## src/pkg/sync_slave_defs.svh

```systemverilog
// Register offsets, field positions and reset values of the synchronous slave port.
// Assumes an APB slave with 32-bit data and one aligned word per register.
`ifndef SYNC_SLAVE_DEFS_SVH
`define SYNC_SLAVE_DEFS_SVH

`define OFS_FLAGS      12'h000
`define OFS_ENABLES    12'h004
`define OFS_PRIORITIES 12'h008
`define OFS_RX_STATUS  12'h00C
`define OFS_TX_HOLD    12'h010
`define OFS_TX_STATUS  12'h014
`define OFS_RATE_DIV   12'h018
`define OFS_RX_HOLD    12'h01C

`define BIT_RX_FLAG    5
`define BIT_TX_FLAG    4

`define BIT_PORT_EN    7
`define BIT_RX9_SEL    6
`define BIT_SINGLE_RX  5
`define BIT_CONT_RX    4
`define BIT_ADDR_EN    3
`define BIT_FRAME_ERR  2
`define BIT_OVERRUN    1
`define BIT_RX9_VAL    0

`define BIT_CLK_SRC    7
`define BIT_TX9_SEL    6
`define BIT_TX_EN      5
`define BIT_SYNC_MODE  4
`define BIT_HIGH_SPEED 2
`define BIT_SR_EMPTY   1
`define BIT_TX9_VAL    0

`define ENABLES_MASK   8'h76
`define RX_CTRL_MASK   8'hF8
`define TX_CTRL_MASK   8'hF5
`define RESET_BYTE     8'h00

`endif

```

## src/pkg/sync_slave_pkg.sv

```systemverilog
// Types shared by the synchronous slave port.
// Assumes the companion defs header for numbers.
package sync_slave_pkg;
  typedef enum logic [1:0] {TX_IDLE, TX_SHIFT} tx_state_e;

  typedef struct packed {
    logic [2:0]  ck_sync;
    logic [1:0]  dt_sync;
    logic [7:0]  enables;
    logic [7:0]  priorities;
    logic [7:0]  rx_ctrl;
    logic [7:0]  tx_ctrl;
    logic [7:0]  rate_div;
    logic [8:0]  tx_hold;
    logic        tx_hold_full;
    logic        tx_flag;
    tx_state_e   tx_state;
    logic [8:0]  tx_shift;
    logic [3:0]  tx_count;
    logic        data_out;
    logic        data_oe_n;
    logic [8:0]  rx_shift;
    logic [3:0]  rx_count;
    logic [8:0]  rx_hold;
    logic        rx_flag;
    logic        overrun;
    logic        wake;
    logic [31:0] prdata;
    logic        pready;
    logic        pslverr;
  } state_s;
endpackage

```

## src/design/sync_serial_slave_port.sv

```systemverilog
// Synchronous slave serial port: transmit and receive on an external shift clock.
// Assumes an APB master on pclk; shift clock and data pin come asynchronously.
//
// Local design decisions: the APB register port and the address map.
`timescale 1ns/1ps
`default_nettype none
`include "sync_slave_defs.svh"

// Behaviour
// - Slave behaves as master except in sleep and idle states.
// - First of two written words moves at once into the shift register.
// - Second word waits in holding register; transmit empty flag stays clear.
// - After first word, second moves into shift register, then flag sets.
// - Transmit empty flag with its enable raises a wake-up request.
// - With transmitter enabled, a holding write starts a transmission on external clocks.
// - Single receive enable is ignored; continuous receive alone governs reception.
// - Reception continues during low-power states when continuous receive is set.
// - A fully received word moves from shift register to holding register.
// - Receive complete flag sets on completion; with its enable it wakes the chip.
// - Receive ninth-bit select adds a ninth data bit per word.
// - Receive status shows ninth bit and overrun error; the framing error bit always reads zero.
// - Reading receive holding returns the low eight data bits.
// - Clearing continuous receive clears pending receive errors.
// - Transmit status bit order: clock source down to ninth data bit.
// - Receive data is sampled on the falling shift clock edge.
// - Transmit empty flag clears only by writing the holding register.
// - Shift-empty status is read-only, set while the shift register is idle.
module sync_serial_slave_port (
  // Clock and reset.
  input  wire logic        pclk,
  input  wire logic        presetn,
  // APB slave.
  input  wire logic        psel,
  input  wire logic        penable,
  input  wire logic        pwrite,
  input  wire logic [11:0] paddr,
  input  wire logic [31:0] pwdata,
  output logic      [31:0] prdata,
  output logic             pready,
  output logic             pslverr,
  // Serial link; the data pin is two-way, enable low while driving.
  input  wire logic        shift_clock_pin,
  input  wire logic        serial_data_in,
  output logic             serial_data_out,
  output logic             serial_data_oe_n,
  // Wake-up request towards the interrupt controller.
  output logic             wake_request
);

  sync_slave_pkg::state_s s_q;
  sync_slave_pkg::state_s s_d;

  logic ck_fall;
  logic slave_on;
  logic rx_on;
  logic tx_on;
  logic wr;
  logic rd;
  logic [8:0] word_in;

  // Only the second and third sync stages feed edge detection.
  assign ck_fall  = ~s_q.ck_sync[1] & s_q.ck_sync[2];
  // The device never drives the shift clock pin, so it has no output here.
  assign slave_on = s_q.rx_ctrl[`BIT_PORT_EN] & s_q.tx_ctrl[`BIT_SYNC_MODE]
                    & ~s_q.tx_ctrl[`BIT_CLK_SRC];
  // Half duplex as in master mode; single receive is a don't-care.
  assign rx_on    = slave_on & s_q.rx_ctrl[`BIT_CONT_RX];
  assign tx_on    = slave_on & s_q.tx_ctrl[`BIT_TX_EN] & ~rx_on;
  assign wr       = psel & penable & pwrite & ~s_q.pready;
  assign rd       = psel & penable & ~pwrite & ~s_q.pready;
  assign word_in  = {s_q.dt_sync[1], s_q.rx_shift[8:1]};

  always_comb begin
    s_d = s_q;
    s_d.ck_sync = {s_q.ck_sync[1:0], shift_clock_pin};
    s_d.dt_sync = {s_q.dt_sync[0], serial_data_in};
    s_d.pready  = 1'b0;
    s_d.pslverr = 1'b0;

    // Transmit: load from holding when idle, shift on falling clock edges.
    case (s_q.tx_state)
      sync_slave_pkg::TX_IDLE: begin
        s_d.data_oe_n = 1'b1;
        if (tx_on && s_q.tx_hold_full) begin
          s_d.tx_shift     = s_q.tx_hold;
          s_d.tx_count     = s_q.tx_ctrl[`BIT_TX9_SEL] ? 4'h9 : 4'h8;
          s_d.tx_hold_full = 1'b0;
          s_d.tx_flag      = 1'b1;
          s_d.tx_state     = sync_slave_pkg::TX_SHIFT;
          s_d.data_out     = s_q.tx_hold[0];
          s_d.data_oe_n    = 1'b0;
        end
      end
      sync_slave_pkg::TX_SHIFT: begin
        if (!tx_on) begin
          s_d.tx_state  = sync_slave_pkg::TX_IDLE;
          s_d.data_oe_n = 1'b1;
        end else if (ck_fall) begin
          s_d.tx_shift = {1'b0, s_q.tx_shift[8:1]};
          s_d.tx_count = s_q.tx_count - 4'h1;
          s_d.data_out = s_q.tx_shift[1];
          if (s_q.tx_count == 4'h1) begin
            if (s_q.tx_hold_full) begin
              // Second word follows straight on; its flag sets now.
              s_d.tx_shift     = s_q.tx_hold;
              s_d.tx_count     = s_q.tx_ctrl[`BIT_TX9_SEL] ? 4'h9 : 4'h8;
              s_d.tx_hold_full = 1'b0;
              s_d.tx_flag      = 1'b1;
              s_d.data_out     = s_q.tx_hold[0];
            end else begin
              s_d.tx_state  = sync_slave_pkg::TX_IDLE;
              s_d.data_oe_n = 1'b1;
            end
          end
        end
      end
      default: s_d.tx_state = sync_slave_pkg::TX_IDLE;
    endcase

    // Receive: sample data on the falling shift clock edge.
    if (!rx_on) begin
      s_d.rx_count = 4'h0;
      s_d.overrun  = 1'b0;
    end else if (ck_fall) begin
      s_d.rx_shift = word_in;
      s_d.rx_count = s_q.rx_count + 4'h1;
      if (s_q.rx_count == (s_q.rx_ctrl[`BIT_RX9_SEL] ? 4'h8 : 4'h7)) begin
        s_d.rx_count = 4'h0;
        if (s_q.rx_flag) begin
          s_d.overrun = 1'b1;
        end else begin
          s_d.rx_hold = s_q.rx_ctrl[`BIT_RX9_SEL] ? word_in : {1'b0, word_in[8:1]};
          s_d.rx_flag = 1'b1;
        end
      end
    end

    // APB access; every access answers with one wait state, in the second access cycle.
    if (wr) begin
      s_d.pready = 1'b1;
      case (paddr)
        `OFS_ENABLES:    s_d.enables    = pwdata[7:0] & `ENABLES_MASK;
        `OFS_PRIORITIES: s_d.priorities = pwdata[7:0] & `ENABLES_MASK;
        `OFS_RX_STATUS:  s_d.rx_ctrl    = pwdata[7:0] & `RX_CTRL_MASK;
        `OFS_TX_STATUS: begin
          s_d.tx_ctrl = pwdata[7:0] & `TX_CTRL_MASK;
          s_d.tx_hold[8] = pwdata[`BIT_TX9_VAL];
        end
        `OFS_RATE_DIV:   s_d.rate_div   = pwdata[7:0];
        `OFS_TX_HOLD: begin
          // Overwrites a held word; software should wait for the flag.
          s_d.tx_hold      = {s_q.tx_ctrl[`BIT_TX9_VAL], pwdata[7:0]};
          s_d.tx_hold_full = 1'b1;
          s_d.tx_flag      = 1'b0;
        end
        `OFS_FLAGS: ;
        `OFS_RX_HOLD: ;
        default: s_d.pslverr = 1'b1;
      endcase
    end else if (rd) begin
      s_d.pready = 1'b1;
      s_d.prdata = 32'h0000_0000;
      case (paddr)
        `OFS_FLAGS: begin
          s_d.prdata[`BIT_RX_FLAG] = s_q.rx_flag;
          s_d.prdata[`BIT_TX_FLAG] = s_q.tx_flag;
        end
        `OFS_ENABLES:    s_d.prdata[7:0] = s_q.enables;
        `OFS_PRIORITIES: s_d.prdata[7:0] = s_q.priorities;
        `OFS_RX_STATUS: begin
          s_d.prdata[7:0]            = s_q.rx_ctrl;
          s_d.prdata[`BIT_OVERRUN]   = s_q.overrun;
          s_d.prdata[`BIT_RX9_VAL]   = s_q.rx_hold[8];
        end
        `OFS_TX_STATUS: begin
          s_d.prdata[7:0] = s_q.tx_ctrl;
          s_d.prdata[`BIT_SR_EMPTY] = (s_q.tx_state == sync_slave_pkg::TX_IDLE);
          s_d.prdata[`BIT_TX9_VAL]  = s_q.tx_hold[8];
        end
        `OFS_RATE_DIV:   s_d.prdata[7:0] = s_q.rate_div;
        `OFS_TX_HOLD:    s_d.prdata[7:0] = s_q.tx_hold[7:0];
        `OFS_RX_HOLD: begin
          s_d.prdata[7:0] = s_q.rx_hold[7:0];
          // A new word landing this cycle keeps the flag set.
          if (!(s_d.rx_flag && !s_q.rx_flag)) begin
            s_d.rx_flag = 1'b0;
          end
        end
        default: s_d.pslverr = 1'b1;
      endcase
    end

    s_d.wake = (s_d.tx_flag & s_d.enables[`BIT_TX_FLAG])
               | (s_d.rx_flag & s_d.enables[`BIT_RX_FLAG]);
  end

  always_ff @(posedge pclk or negedge presetn) begin
    if (!presetn) begin
      s_q           <= '0;
      s_q.data_oe_n <= 1'b1;
      s_q.tx_state  <= sync_slave_pkg::TX_IDLE;
      s_q.tx_flag   <= 1'b1;
    end else begin
      s_q <= s_d;
    end
  end

  assign prdata           = s_q.prdata;
  assign pready           = s_q.pready;
  assign pslverr          = s_q.pslverr;
  assign serial_data_out  = s_q.data_out;
  assign serial_data_oe_n = s_q.data_oe_n;
  assign wake_request     = s_q.wake;

endmodule
`default_nettype wire

```

## config.mk

```make
export PLATFORM = sky130hd
export DESIGN_NAME = sync_serial_slave_port
export DESIGN_NICKNAME = d
export VERILOG_FILES = /design/src/pkg/sync_slave_pkg.sv /design/src/design/sync_serial_slave_port.sv
export VERILOG_INCLUDE_DIRS = /design/src /design/src/pkg
export SDC_FILE = /design/constraint.sdc
export NUM_CORES = 1
export LEC_CHECK = 0
export BUFFER_PORTS_ARGS = -buffer_cell sky130_fd_sc_hd__buf_2
export CORE_MARGIN = 2
export CORE_UTILIZATION = 55
export DETAILED_ROUTE_END_ITERATION = 7
export GPL_TIMING_DRIVEN = 0
export PLACE_DENSITY_LB_ADDON = 0.08
export SYNTH_ARGS = -nofsm -noshare
export SYNTH_HDL_FRONTEND = slang
export SYNTH_SLANG_ARGS = --single-unit
export TNS_END_PERCENT = 20
```

## constraint.sdc

```tcl
create_clock -name pclk -period 3.35 [get_ports pclk]
set_input_delay 0.1675 -clock pclk [delete_from_list [all_inputs] [get_ports pclk]]
set_output_delay 0.1675 -clock pclk [all_outputs]
set_load 0.03 [all_outputs]
```

==> flow_summary.json, run 1 <==
{
  "nNetsFinal": 541,
  "synth_area_um2": 4705,
  "wl_per_cell_um": 17.73,
  "drtAntennaViolNets": 0,
  "avgSynthCellArea_um2": 11.45,
  "die_area_um2": 9309,
  "io_pins": 88,
  "vias_per_cell": 5.873,
  "fin_hold_ws_ns": 0.06848,
  "drt_iter0_drc": 239,
  "antenna_cells": 0,
  "status": "completed",
  "crit_type": "flip-flop to flip-flop",
  "async_reset_ff_share_pct": 100.0,
  "end_kind": "flip-flop",
  "cp.arrival_ns": 2.49,
  "drive_gt1_share_pct": 33.13,
  "routabilityCongestion": 0.9198,
  "core.rowCount": 33,
  "grt-ovfl-total": 0,
  "dp_hpwl_um": 7874,
  "synthCells": 411,
  "max_clock_freq_ghz": 0.4392,
  "io_buffers": 38,
  "clock_path_buffers": 2,
  "wl_um": 10590,
  "grt.met3_usage_pct": 4.422,
  "layout_min_cycle_time_ns": 2.277,
  "path_clk_slew_ns": 0.09,
  "slowest_delay_ns": 0.85,
  "layout_worst_path_cycle_share_pct": 67.97,
  "path_cells": "nand3b_1 -> a211oi_1 -> clkbuf_1 -> o221ai_1",
  "setup_viol": 0,
  "met1_usage_pct": 33.73,
  "slew_headroom_pct": 33.46,
  "cts_resized": 0,
  "stdcell_area_um2": 5370,
  "p_per_area_nw_per_um2": 382.1,
  "dieHeight_um": 96.49,
  "grt_pass1_wl_um": 16890,
  "cts.sinks": 94,
  "cp_slowest_cell": "a211oi_1",
  "yosysMostFrequentCell": "dfrtp_1",
  "finalHoldViolations": 0,
  "utilization_pct": 65.03,
  "ys_ff_latch": 94,
  "dr.pass1.iters": 5,
  "postCtsHoldBufs": 3,
  "hold_class": "primary input to flip-flop",
  "met2_usage_pct": 38.14,
  "yosys-top-cells-count": "dfrtp_1, mux2_2, buf_4",
  "synth_top_cell_by_area": "dfrtp_1",
  "yosys_warnings": 0,
  "cts_inserted_buffers": 9,
  "post_cts_buffers": 0,
  "path_buf_inv": 1,
  "ff2ff_path_depth": 4,
  "crit_family": "compound AO/OA/AOI/OAI gates",
  "leakagePower_nw": 2.559,
  "synth_edf_count": 0,
  "cp.depth": 4,
  "worst_pin_slew_ns": 0.9842,
  "cts_tree": "yes",
  "core_um2": 8258,
  "cts-root-buf": "clkbuf_8",
  "track_usage_pct": 24.27,
  "clk_latency_ns": 0.36,
  "synthFlopType": "dfrtp_1",
  "skew_ns": 0.01390,
  "antenna_found_initial": 0,
  "cp.required_ns": 3.56,
  "peakVddDrop_uv": 323.8,
  "synthTopCellsByArea": "dfrtp_1, mux2_2, buf_4, nand2_1, o21ai_0",
  "power.total_w": 0.002052,
  "rsz0062_at_grt": "false",
  "area_growth_pct": 14.15,
  "slew_viol_final": 0,
  "synthDominantCellAreaShare_pct": 48.94,
  "vias": 3506,
  "htreeDepth": 3,
  "hold_depth": 3,
  "postPlaceCellArea_um2": 5142,
  "ys_types": 55,
  "grt_start_max_net_pins": 72,
  "grt.busiest_layer": "met2",
  "max_cap_violations": 0,
  "setup_tns_ns": 0,
  "num-fill-cells": 689,
  "grt_pass1_vias": 3303,
  "worst-path-max-fanout": 10,
  "cp-start-kind": "flip-flop",
  "die_w_um": 96.49,
  "initial_utilization_pct": 56.97,
  "ys_seq_area_share_pct": 50.05,
  "drc_errors": 0
}
final timing paths:
path,startpoint,end,slack [ns]
max,s_q[102]$_DFFE_PN0P_,s_q[64]$_DFFE_PN0P_,1.07
min,penable,pready$_DFF_PN0_,0.07
max reg2reg,s_q[102]$_DFFE_PN0P_,s_q[64]$_DFFE_PN0P_,1.07
min reg2reg,s_d[130]$_DFF_PN0_,s_d[131]$_DFF_PN0_,0.35
max in group asynchronous,presetn,s_q[76]$_DFF_PN1_,2.42
min in group asynchronous,presetn,s_q[66]$_DFFE_PN0P_,0.24
kinds of logic (layout without fill, tap and decap cells):
kind of cell	Yosys count	in the layout	share of synthesized area [%]
AND/OR/NAND/NOR	116	116	13.91
flip-flops	94	94	50.05
multiplexers	74	74	18.27
AO/OA/AOI/OAI	70	70	10.03
buffers and inverters	53	111	6.862
adder cells (fa/ha/maj)	3	3	0.7980
other	1	24	0.07971
state kept, by name, indices dropped and copies added, names as in the netlist:
register          cells
prdata                8
pready                1
pslverr               1
s_d                   3
s_q                  79
serial_data_oe_n      1
wake_request          1
metal layers:
metal	up-vias	share of wire [%]
met5	-	0
li1	1626	-
met3	21	6.0
met2	134	46
met1	1725	46
met4	0	2.8
worst reg2reg max path, stage by stage, from the launching register on:
cell and delay [ns]:
dfrtp_1 0.41, nand3b_1 0.27, a211oi_1 0.85, clkbuf_1 0.43, o221ai_1 0.19
stage by stage:
| stage | worst slack [ns] | std cells |
|---|---|---|
| floorplan | 1.276 | 434 |
| global placement | 1.055 | 577 |
| detailed placement | 1.030 | 578 |
| CTS | 1.110 | 597 |
| global route | 0.9048 | 597 |
| finish | 1.073 | 597 |
cell usage in the layout (no fill, tap or decap), types with 3 or more instances in the layout:
cell type | Yosys | layout
a21oi_1 | 6 | 6
a22o_1 | 3 | 3
a31oi_1 | 14 | 14
a32o_1 | 3 | 3
a32oi_1 | 4 | 4
and3_1 | 3 | 3
buf_2 | 0 | 37
buf_4 | 33 | 34
clkbuf_1 | 12 | 13
clkbuf_8 | 0 | 9
clkinvlp_4 | 0 | 3
conb_1 | 1 | 24
dfrtp_1 | 92 | 92
dlygate4sd3_1 | 0 | 3
ha_1 | 3 | 3
inv_1 | 7 | 7
mux2_2 | 65 | 65
mux2i_1 | 6 | 6
mux4_2 | 3 | 3
nand2_1 | 32 | 32
nand2b_1 | 5 | 5
nand3_1 | 7 | 7
nand3b_1 | 5 | 5
nand4_1 | 3 | 3
nor2_1 | 21 | 21
nor3_1 | 9 | 9
nor4_1 | 3 | 3
nor4b_1 | 3 | 3
o211ai_1 | 4 | 4
o21ai_0 | 20 | 20
or4_1 | 4 | 4
area by class of cell:
type,instances,area [µm²],area share [%]
flip-flops and latches,94,2355,43.85
repair buffers,42,250.2,4.660
clock buffers,10,127.6,2.377
plain buffers,46,296.5,5.522
clock inverters,6,70.07,1.305
inverters,7,26.28,0.4893
well taps,105,131.4,2.446
multi-input cells,287,2113,39.35
power by group:
part	switching [W]	leakage, nW	internal (W)
sequential	0.00000310	1.29	0.00114
combinational	0.000108	1.18	0.0000521
clock	0.000400	0.0891	0.000349
(Power assumes the default switching activity.)
==> run 2: changes to the inputs <==
--- a/config.mk
+++ b/config.mk
@@ -8,7 +8,7 @@
 export LEC_CHECK = 0
 export BUFFER_PORTS_ARGS = -buffer_cell sky130_fd_sc_hd__buf_2
 export CORE_MARGIN = 2
-export CORE_UTILIZATION = 55
+export CORE_UTILIZATION = 50
 export DETAILED_ROUTE_END_ITERATION = 7
 export GPL_TIMING_DRIVEN = 0
 export PLACE_DENSITY_LB_ADDON = 0.08
==> constraint.sdc (replaced) <==
create_clock -name pclk -period 1.9 [get_ports pclk]
set_input_delay 0.095 -clock pclk [delete_from_list [all_inputs] [get_ports pclk]]
set_output_delay 0.095 -clock pclk [all_outputs]
set_load 0.03 [all_outputs]
==> run 2 against run 1 <==
The flow now finishes with violations (setup timing); first-iteration DRC count fell by 28%; clock power rose by 76%; combinational power rose by 85%; final area rose by 2.4%; final cell count rose by 2.0%; fmax rose by 9.0%; critical path type unchanged; critical endpoint is now wake_request$_DFF_PN0_; largest power group unchanged.
==> flow_summary.json, run 2 (same netlist as run 1, synthesis figures left out) <==
{
  "cts.sinks": 94,
  "grt_pass1_vias": 3372,
  "htreeDepth": 3,
  "peakVddDrop_uv": 416.0,
  "track_usage_pct": 22.51,
  "layout_min_cycle_time_ns": 2.090,
  "io_buffers": 38,
  "wl_um": 10970,
  "fin_hold_ws_ns": 0.01688,
  "cts-root-buf": "clkbuf_8",
  "drtAntennaViolNets": 0,
  "dr.pass1.iters": 5,
  "core_um2": 9196,
  "finalHoldViolations": 0,
  "slew_viol_final": 0,
  "hold_class": "primary input to flip-flop",
  "rsz0062_at_grt": "true",
  "final_cell_mix": "dfrtp_1, mux2_2, buf_4, buf_2, nand2_1",
  "antenna_cells": 0,
  "grt-ovfl-total": 0,
  "setup_tns_ns": -0.1898,
  "crit_type": "flip-flop to flip-flop",
  "dieHeight_um": 101,
  "pre_cts_slack_ns": -0.3748,
  "worst_pin_slew_ns": 0.8424,
  "drive_gt1_share_pct": 37.15,
  "wl_per_cell_um": 18.02,
  "die_area_um2": 10200,
  "vias_per_cell": 5.629,
  "cp.required_ns": 2.16,
  "finalNonFillerCells": 609,
  "grt_pass1_wl_um": 17490,
  "clk_latency_ns": 0.37,
  "cts_tree": "yes",
  "stdcell_area_um2": 5498,
  "dp_hpwl_um": 8033,
  "clock_path_buffers": 2,
  "drt_iter0_drc": 171,
  "max_cap_violations": 0,
  "path_clk_slew_ns": 0.11,
  "layout_worst_path_cycle_share_pct": 110.0,
  "routabilityCongestion": 0.8629,
  "grt_start_max_net_pins": 66,
  "status": "finished with violations",
  "io_pins": 88,
  "fin_ws_ns": -0.1898,
  "die_w_um": 101,
  "cp.arrival_ns": 2.35,
  "vias": 3428,
  "nNetsFinal": 547,
  "layout_commonest_cell": "dfrtp_1",
  "drc_errors": 0,
  "antenna_found_initial": 0,
  "dpl.cell_count": 584,
  "skew_ns": 0.01230,
  "worst-path-max-fanout": 3,
  "regMostFlops": "s_q",
  "end_kind": "flip-flop",
  "violations": "setup timing",
  "core.rowCount": 35,
  "slew_headroom_pct": 43.41,
  "cp-start-kind": "flip-flop",
  "setup_viol": 1,
  "num-fill-cells": 803,
  "cts_inserted_buffers": 9,
  "area_growth_pct": 16.86,
  "max_clock_freq_ghz": 0.4785,
  "largest_reg_flops": 79,
  "initial_utilization_pct": 51.16,
  "p_per_area_nw_per_um2": 659.8,
  "postPlaceCellArea_um2": 5151,
  "leakagePower_nw": 2.614
}
## run 2: worst paths after layout
| path | from | cells past startpoint | slack [ns] | end |
|---|---|---|---|---|
| setup / recovery | pready$_DFF_PN0_ | 4 | -0.19 | wake_request$_DFF_PN0_ |
| hold / removal | pwdata[7] | 2 | 0.02 | s_q[102]$_DFFE_PN0P_ |
| setup reg to reg | pready$_DFF_PN0_ | 4 | -0.19 | wake_request$_DFF_PN0_ |
| hold reg to reg | s_d[128]$_DFF_PN0_ | 0 | 0.36 | s_q[128]$_DFF_PN0_ |
| max in group asynchronous | presetn | 3 | 0.98 | serial_data_oe_n$_DFFE_PN1P_ |
| min in group asynchronous | presetn | 2 | 0.21 | s_q[66]$_DFFE_PN0P_ |
## run 2: final cells by class
| class | instances | area, µm² | area share [%] |
|---|---|---|---|
| Tap cell | 111 | 138.9 | 2.526 |
| Timing Repair Buffer | 49 | 310.3 | 5.644 |
| Buffer | 45 | 297.8 | 5.416 |
| Multi-Input combinational cell | 287 | 2171 | 39.49 |
| Clock buffer | 9 | 123.9 | 2.253 |
| Clock inverter | 7 | 73.82 | 1.343 |
| Inverter | 7 | 26.28 | 0.4779 |
| Sequential cell | 94 | 2356 | 42.85 |
## run 2: layer usage
| metal | share of wire [%] | vias up | routed length [µm] | GRT usage, % |
|---|---|---|---|---|
| li1 | - | 1632 | - | - |
| met3 | 4.9 | 16 | 534 | 3.814 |
| met4 | 1.9 | 0 | 208 | 6.861 |
| met1 | 46 | 1682 | 5023 | 30.50 |
| met2 | 47 | 98 | 5207 | 37.28 |
| met5 | 0 | - | 0 | 0 |
## run 2: per-stage QoR
stage,util (%),total power (W)
final,59.78,0.003627
after global routing,59.78,0.003779
after CTS,59.56,0.003667
after detailed placement,56.01,0.002332
after global placement,55.69,0.002322
after floorplan,-,0.002213
## run 2: worst max-delay path: stages, from the launching register on
cell and delay (ns):
dfrtp_2 0.43, or4bb_4 0.56, or4_4 0.52, a22o_1 0.24, a32o_1 0.22
## run 2: repair_timing
action                                  4_1_cts  5_1_grt
gates resized for setup                      10        9
hold buffers                                  6        0
endpoints found under the setup margin       61       59
endpoints found under the hold margin        36        0
setup buffers                                 3        1
pin swaps                                     3        0
## run 2: report_power, final
group,switching [W],total [W],internal (W)
combinational,0.000197,0.000298,0.000101
sequential,0.00000444,0.00201,0.00201
clock,0.000798,0.00132,0.000519
total,0.00100,0.00363,0.00263
==> run 3: changes to the inputs <==
==> constraint.sdc (replaced) <==
create_clock -name pclk -period 1.9 [get_ports pclk]
set_input_delay 0.38 -clock pclk [delete_from_list [all_inputs] [get_ports pclk]]
set_output_delay 0.38 -clock pclk [all_outputs]
set_load 0.03 [all_outputs]
==> run 3 against run 2 <==
The run still ends with setup timing left; global-route usage shrank 0.43 points; non-clock buffer count shrank 6; sequential power is essentially flat; critical path type unchanged; largest cell class unchanged; largest power group unchanged; highest routed layer unchanged.
==> flow_summary.json, run 3 (same netlist as run 1, synthesis figures left out) <==
{
  "setup_tns_ns": -0.1981,
  "track_usage_pct": 22.08,
  "cp.depth": 4,
  "status": "finished with violations",
  "wl_per_cell_um": 17.80,
  "power_frac_comb_pct": 7.5,
  "grt_pass1_vias": 3266,
  "swShare_pct": 25.24,
  "crit_end": "wake_request$_DFF_PN0_",
  "clock_path_buffers": 2,
  "die_area_um2": 10200,
  "grt_pass1_wl_um": 17130,
  "drt_iter0_drc": 180,
  "grt-ovfl-total": 0,
  "io_buffers": 38,
  "path_buf_inv": 0,
  "area_growth_pct": 16.86,
  "layout_commonest_cell": "dfrtp_1",
  "grt_start_max_net_pins": 56,
  "layout_worst_path_cycle_share_pct": 110.4,
  "drive_gt1_share_pct": 38.21,
  "ff2ff_path_depth": 4,
  "path_cells": "or4bb_4 -> or4_4 -> a22o_1 -> a32o_1",
  "seqPwrFrac_pct": 52.6,
  "r2r_setup_slack_ns": -0.20,
  "switchingPower_w": 0.0009649,
  "timing.rr.end": "wake_request$_DFF_PN0_",
  "p_per_area_nw_per_um2": 695.3,
  "worst-path-max-fanout": 4,
  "routabilityCongestion": 0.9177,
  "rsz0062_at_grt": "true",
  "antenna_found_initial": 0,
  "max_clock_freq_ghz": 0.4766,
  "drtAntennaViolNets": 0,
  "clkPwrFrac_pct": 39.9,
  "die_w_um": 101,
  "cts-root-buf": "clkbuf_8",
  "io_pins": 88,
  "nNetsFinal": 541,
  "fin_ws_ns": -0.1981,
  "setup_viol": 1,
  "r2r-start": "pready$_DFF_PN0_",
  "slew_headroom_pct": 51.50,
  "worst_pin_slew_ns": 0.7276,
  "end_kind": "flip-flop",
  "cp-start-kind": "flip-flop",
  "p_int_w": 0.002858,
  "dr.pass1.iters": 5,
  "peakVddDrop_uv": 403.7,
  "crit_start": "pready$_DFF_PN0_",
  "skew_ns": 0.01658,
  "max_cap_violations": 0,
  "drc_errors": 0,
  "antenna_cells": 0,
  "cts.sinks": 94,
  "finalHoldViolations": 0,
  "hold_class": "primary input to async pin",
  "clk_latency_ns": 0.37,
  "largest_reg_flops": 79,
  "regMostFlops": "s_q",
  "violations": "setup timing",
  "dieHeight_um": 101,
  "cp.arrival_ns": 2.35,
  "leakagePower_nw": 2.616,
  "crit_family": "simple AND/OR/NAND/NOR gates",
  "slowest_delay_ns": 0.55,
  "fin_hold_ws_ns": 0.04157,
  "cts_inserted_buffers": 9,
  "wl_um": 10730,
  "initial_utilization_pct": 51.16,
  "final_cell_mix": "dfrtp_1, mux2_2, buf_2, buf_4, nand2_1",
  "path_clk_slew_ns": 0.11,
  "core.rowCount": 35,
  "vias_per_cell": 5.685,
  "slew_viol_final": 0,
  "core_um2": 9196,
  "cp_slowest_cell": "or4bb_4",
  "cts_tree": "yes",
  "dp_hpwl_um": 7944,
  "postCtsHoldBufs": 0,
  "crit_type": "flip-flop to flip-flop",
  "vias": 3428,
  "htreeDepth": 3,
  "layout_min_cycle_time_ns": 2.098,
  "cp.required_ns": 2.16
}
run 3: power by group through the flow:
stage                     clock [W]  combinational [W]  sequential, W
final                       0.00152           0.000286        0.00201
after global routing        0.00164           0.000313        0.00201
after CTS                   0.00155           0.000282        0.00201
after detailed placement          0           0.000277        0.00205
after global placement            0           0.000270        0.00205
after floorplan                   0           0.000157        0.00206
run 3: layout make-up:
class,instances,area [µm²]
Buffer,46,304.0
Multi-Input combinational cell,287,2210
Timing Repair Buffer,42,235.2
Sequential cell,94,2356
Inverter,7,26.28
Clock buffer,9,123.9
Fill cell,803,3699
Tap cell,111,138.9
Clock inverter,7,103.9
run 3: per-stage QoR:
stage | instance area (µm²) | total power, W | utilization, % | instances | worst slack [ns]
6_report | 5498 | 0.003823 | 59.78 | 603 | -0.1981
5_1_grt | 5498 | 0.003964 | 59.78 | 603 | -0.2436
4_1_cts | 5458 | 0.003847 | 59.35 | 603 | -0.1962
3_5_place_dp | 5150 | 0.002329 | 56.00 | 584 | -0.6120
3_3_place_gp | 5127 | 0.002322 | 55.76 | 583 | -0.6449
2_1_floorplan | 4798 | 0.002214 | - | 434 | -0.1312
run 3: worst min path at each step:
stage	end	slack, ns	cells after the start
after floorplan	prdata[0]$_DFFE_PN0P_	0.08	0
after global placement	s_q[128]$_DFF_PN0_	0.33	0
after detailed placement	s_d[131]$_DFF_PN0_	0.34	0
after CTS	s_q[66]$_DFFE_PN0P_	0.08	1
after global routing	s_d[128]$_DFF_PN0_	0.09	1
final	s_q[66]$_DFFE_PN0P_	0.04	1
run 3: layer usage:
metal  vias up  part of all wire, %  global-route usage (%)
li1       1610                    -                       -
met1      1687                   46                   31.42
met4         0                  3.2                   9.148
met5         -                    0                       0
met3        22                  4.9                   3.606
met2       109                   46                   33.74
run 3: worst reg2reg max path, stage by stage (launching register included):
cell     delay, ns
dfrtp_2       0.43
or4bb_4       0.55
or4_4         0.52
a22o_1        0.26
a32o_1        0.22
run 3: timing repair:
item,CTS,global route
buffers inserted,3,0
pin swaps,2,0
endpoints found under the setup margin,63,60
gates resized for setup,15,12
endpoints found under the hold margin,0,0
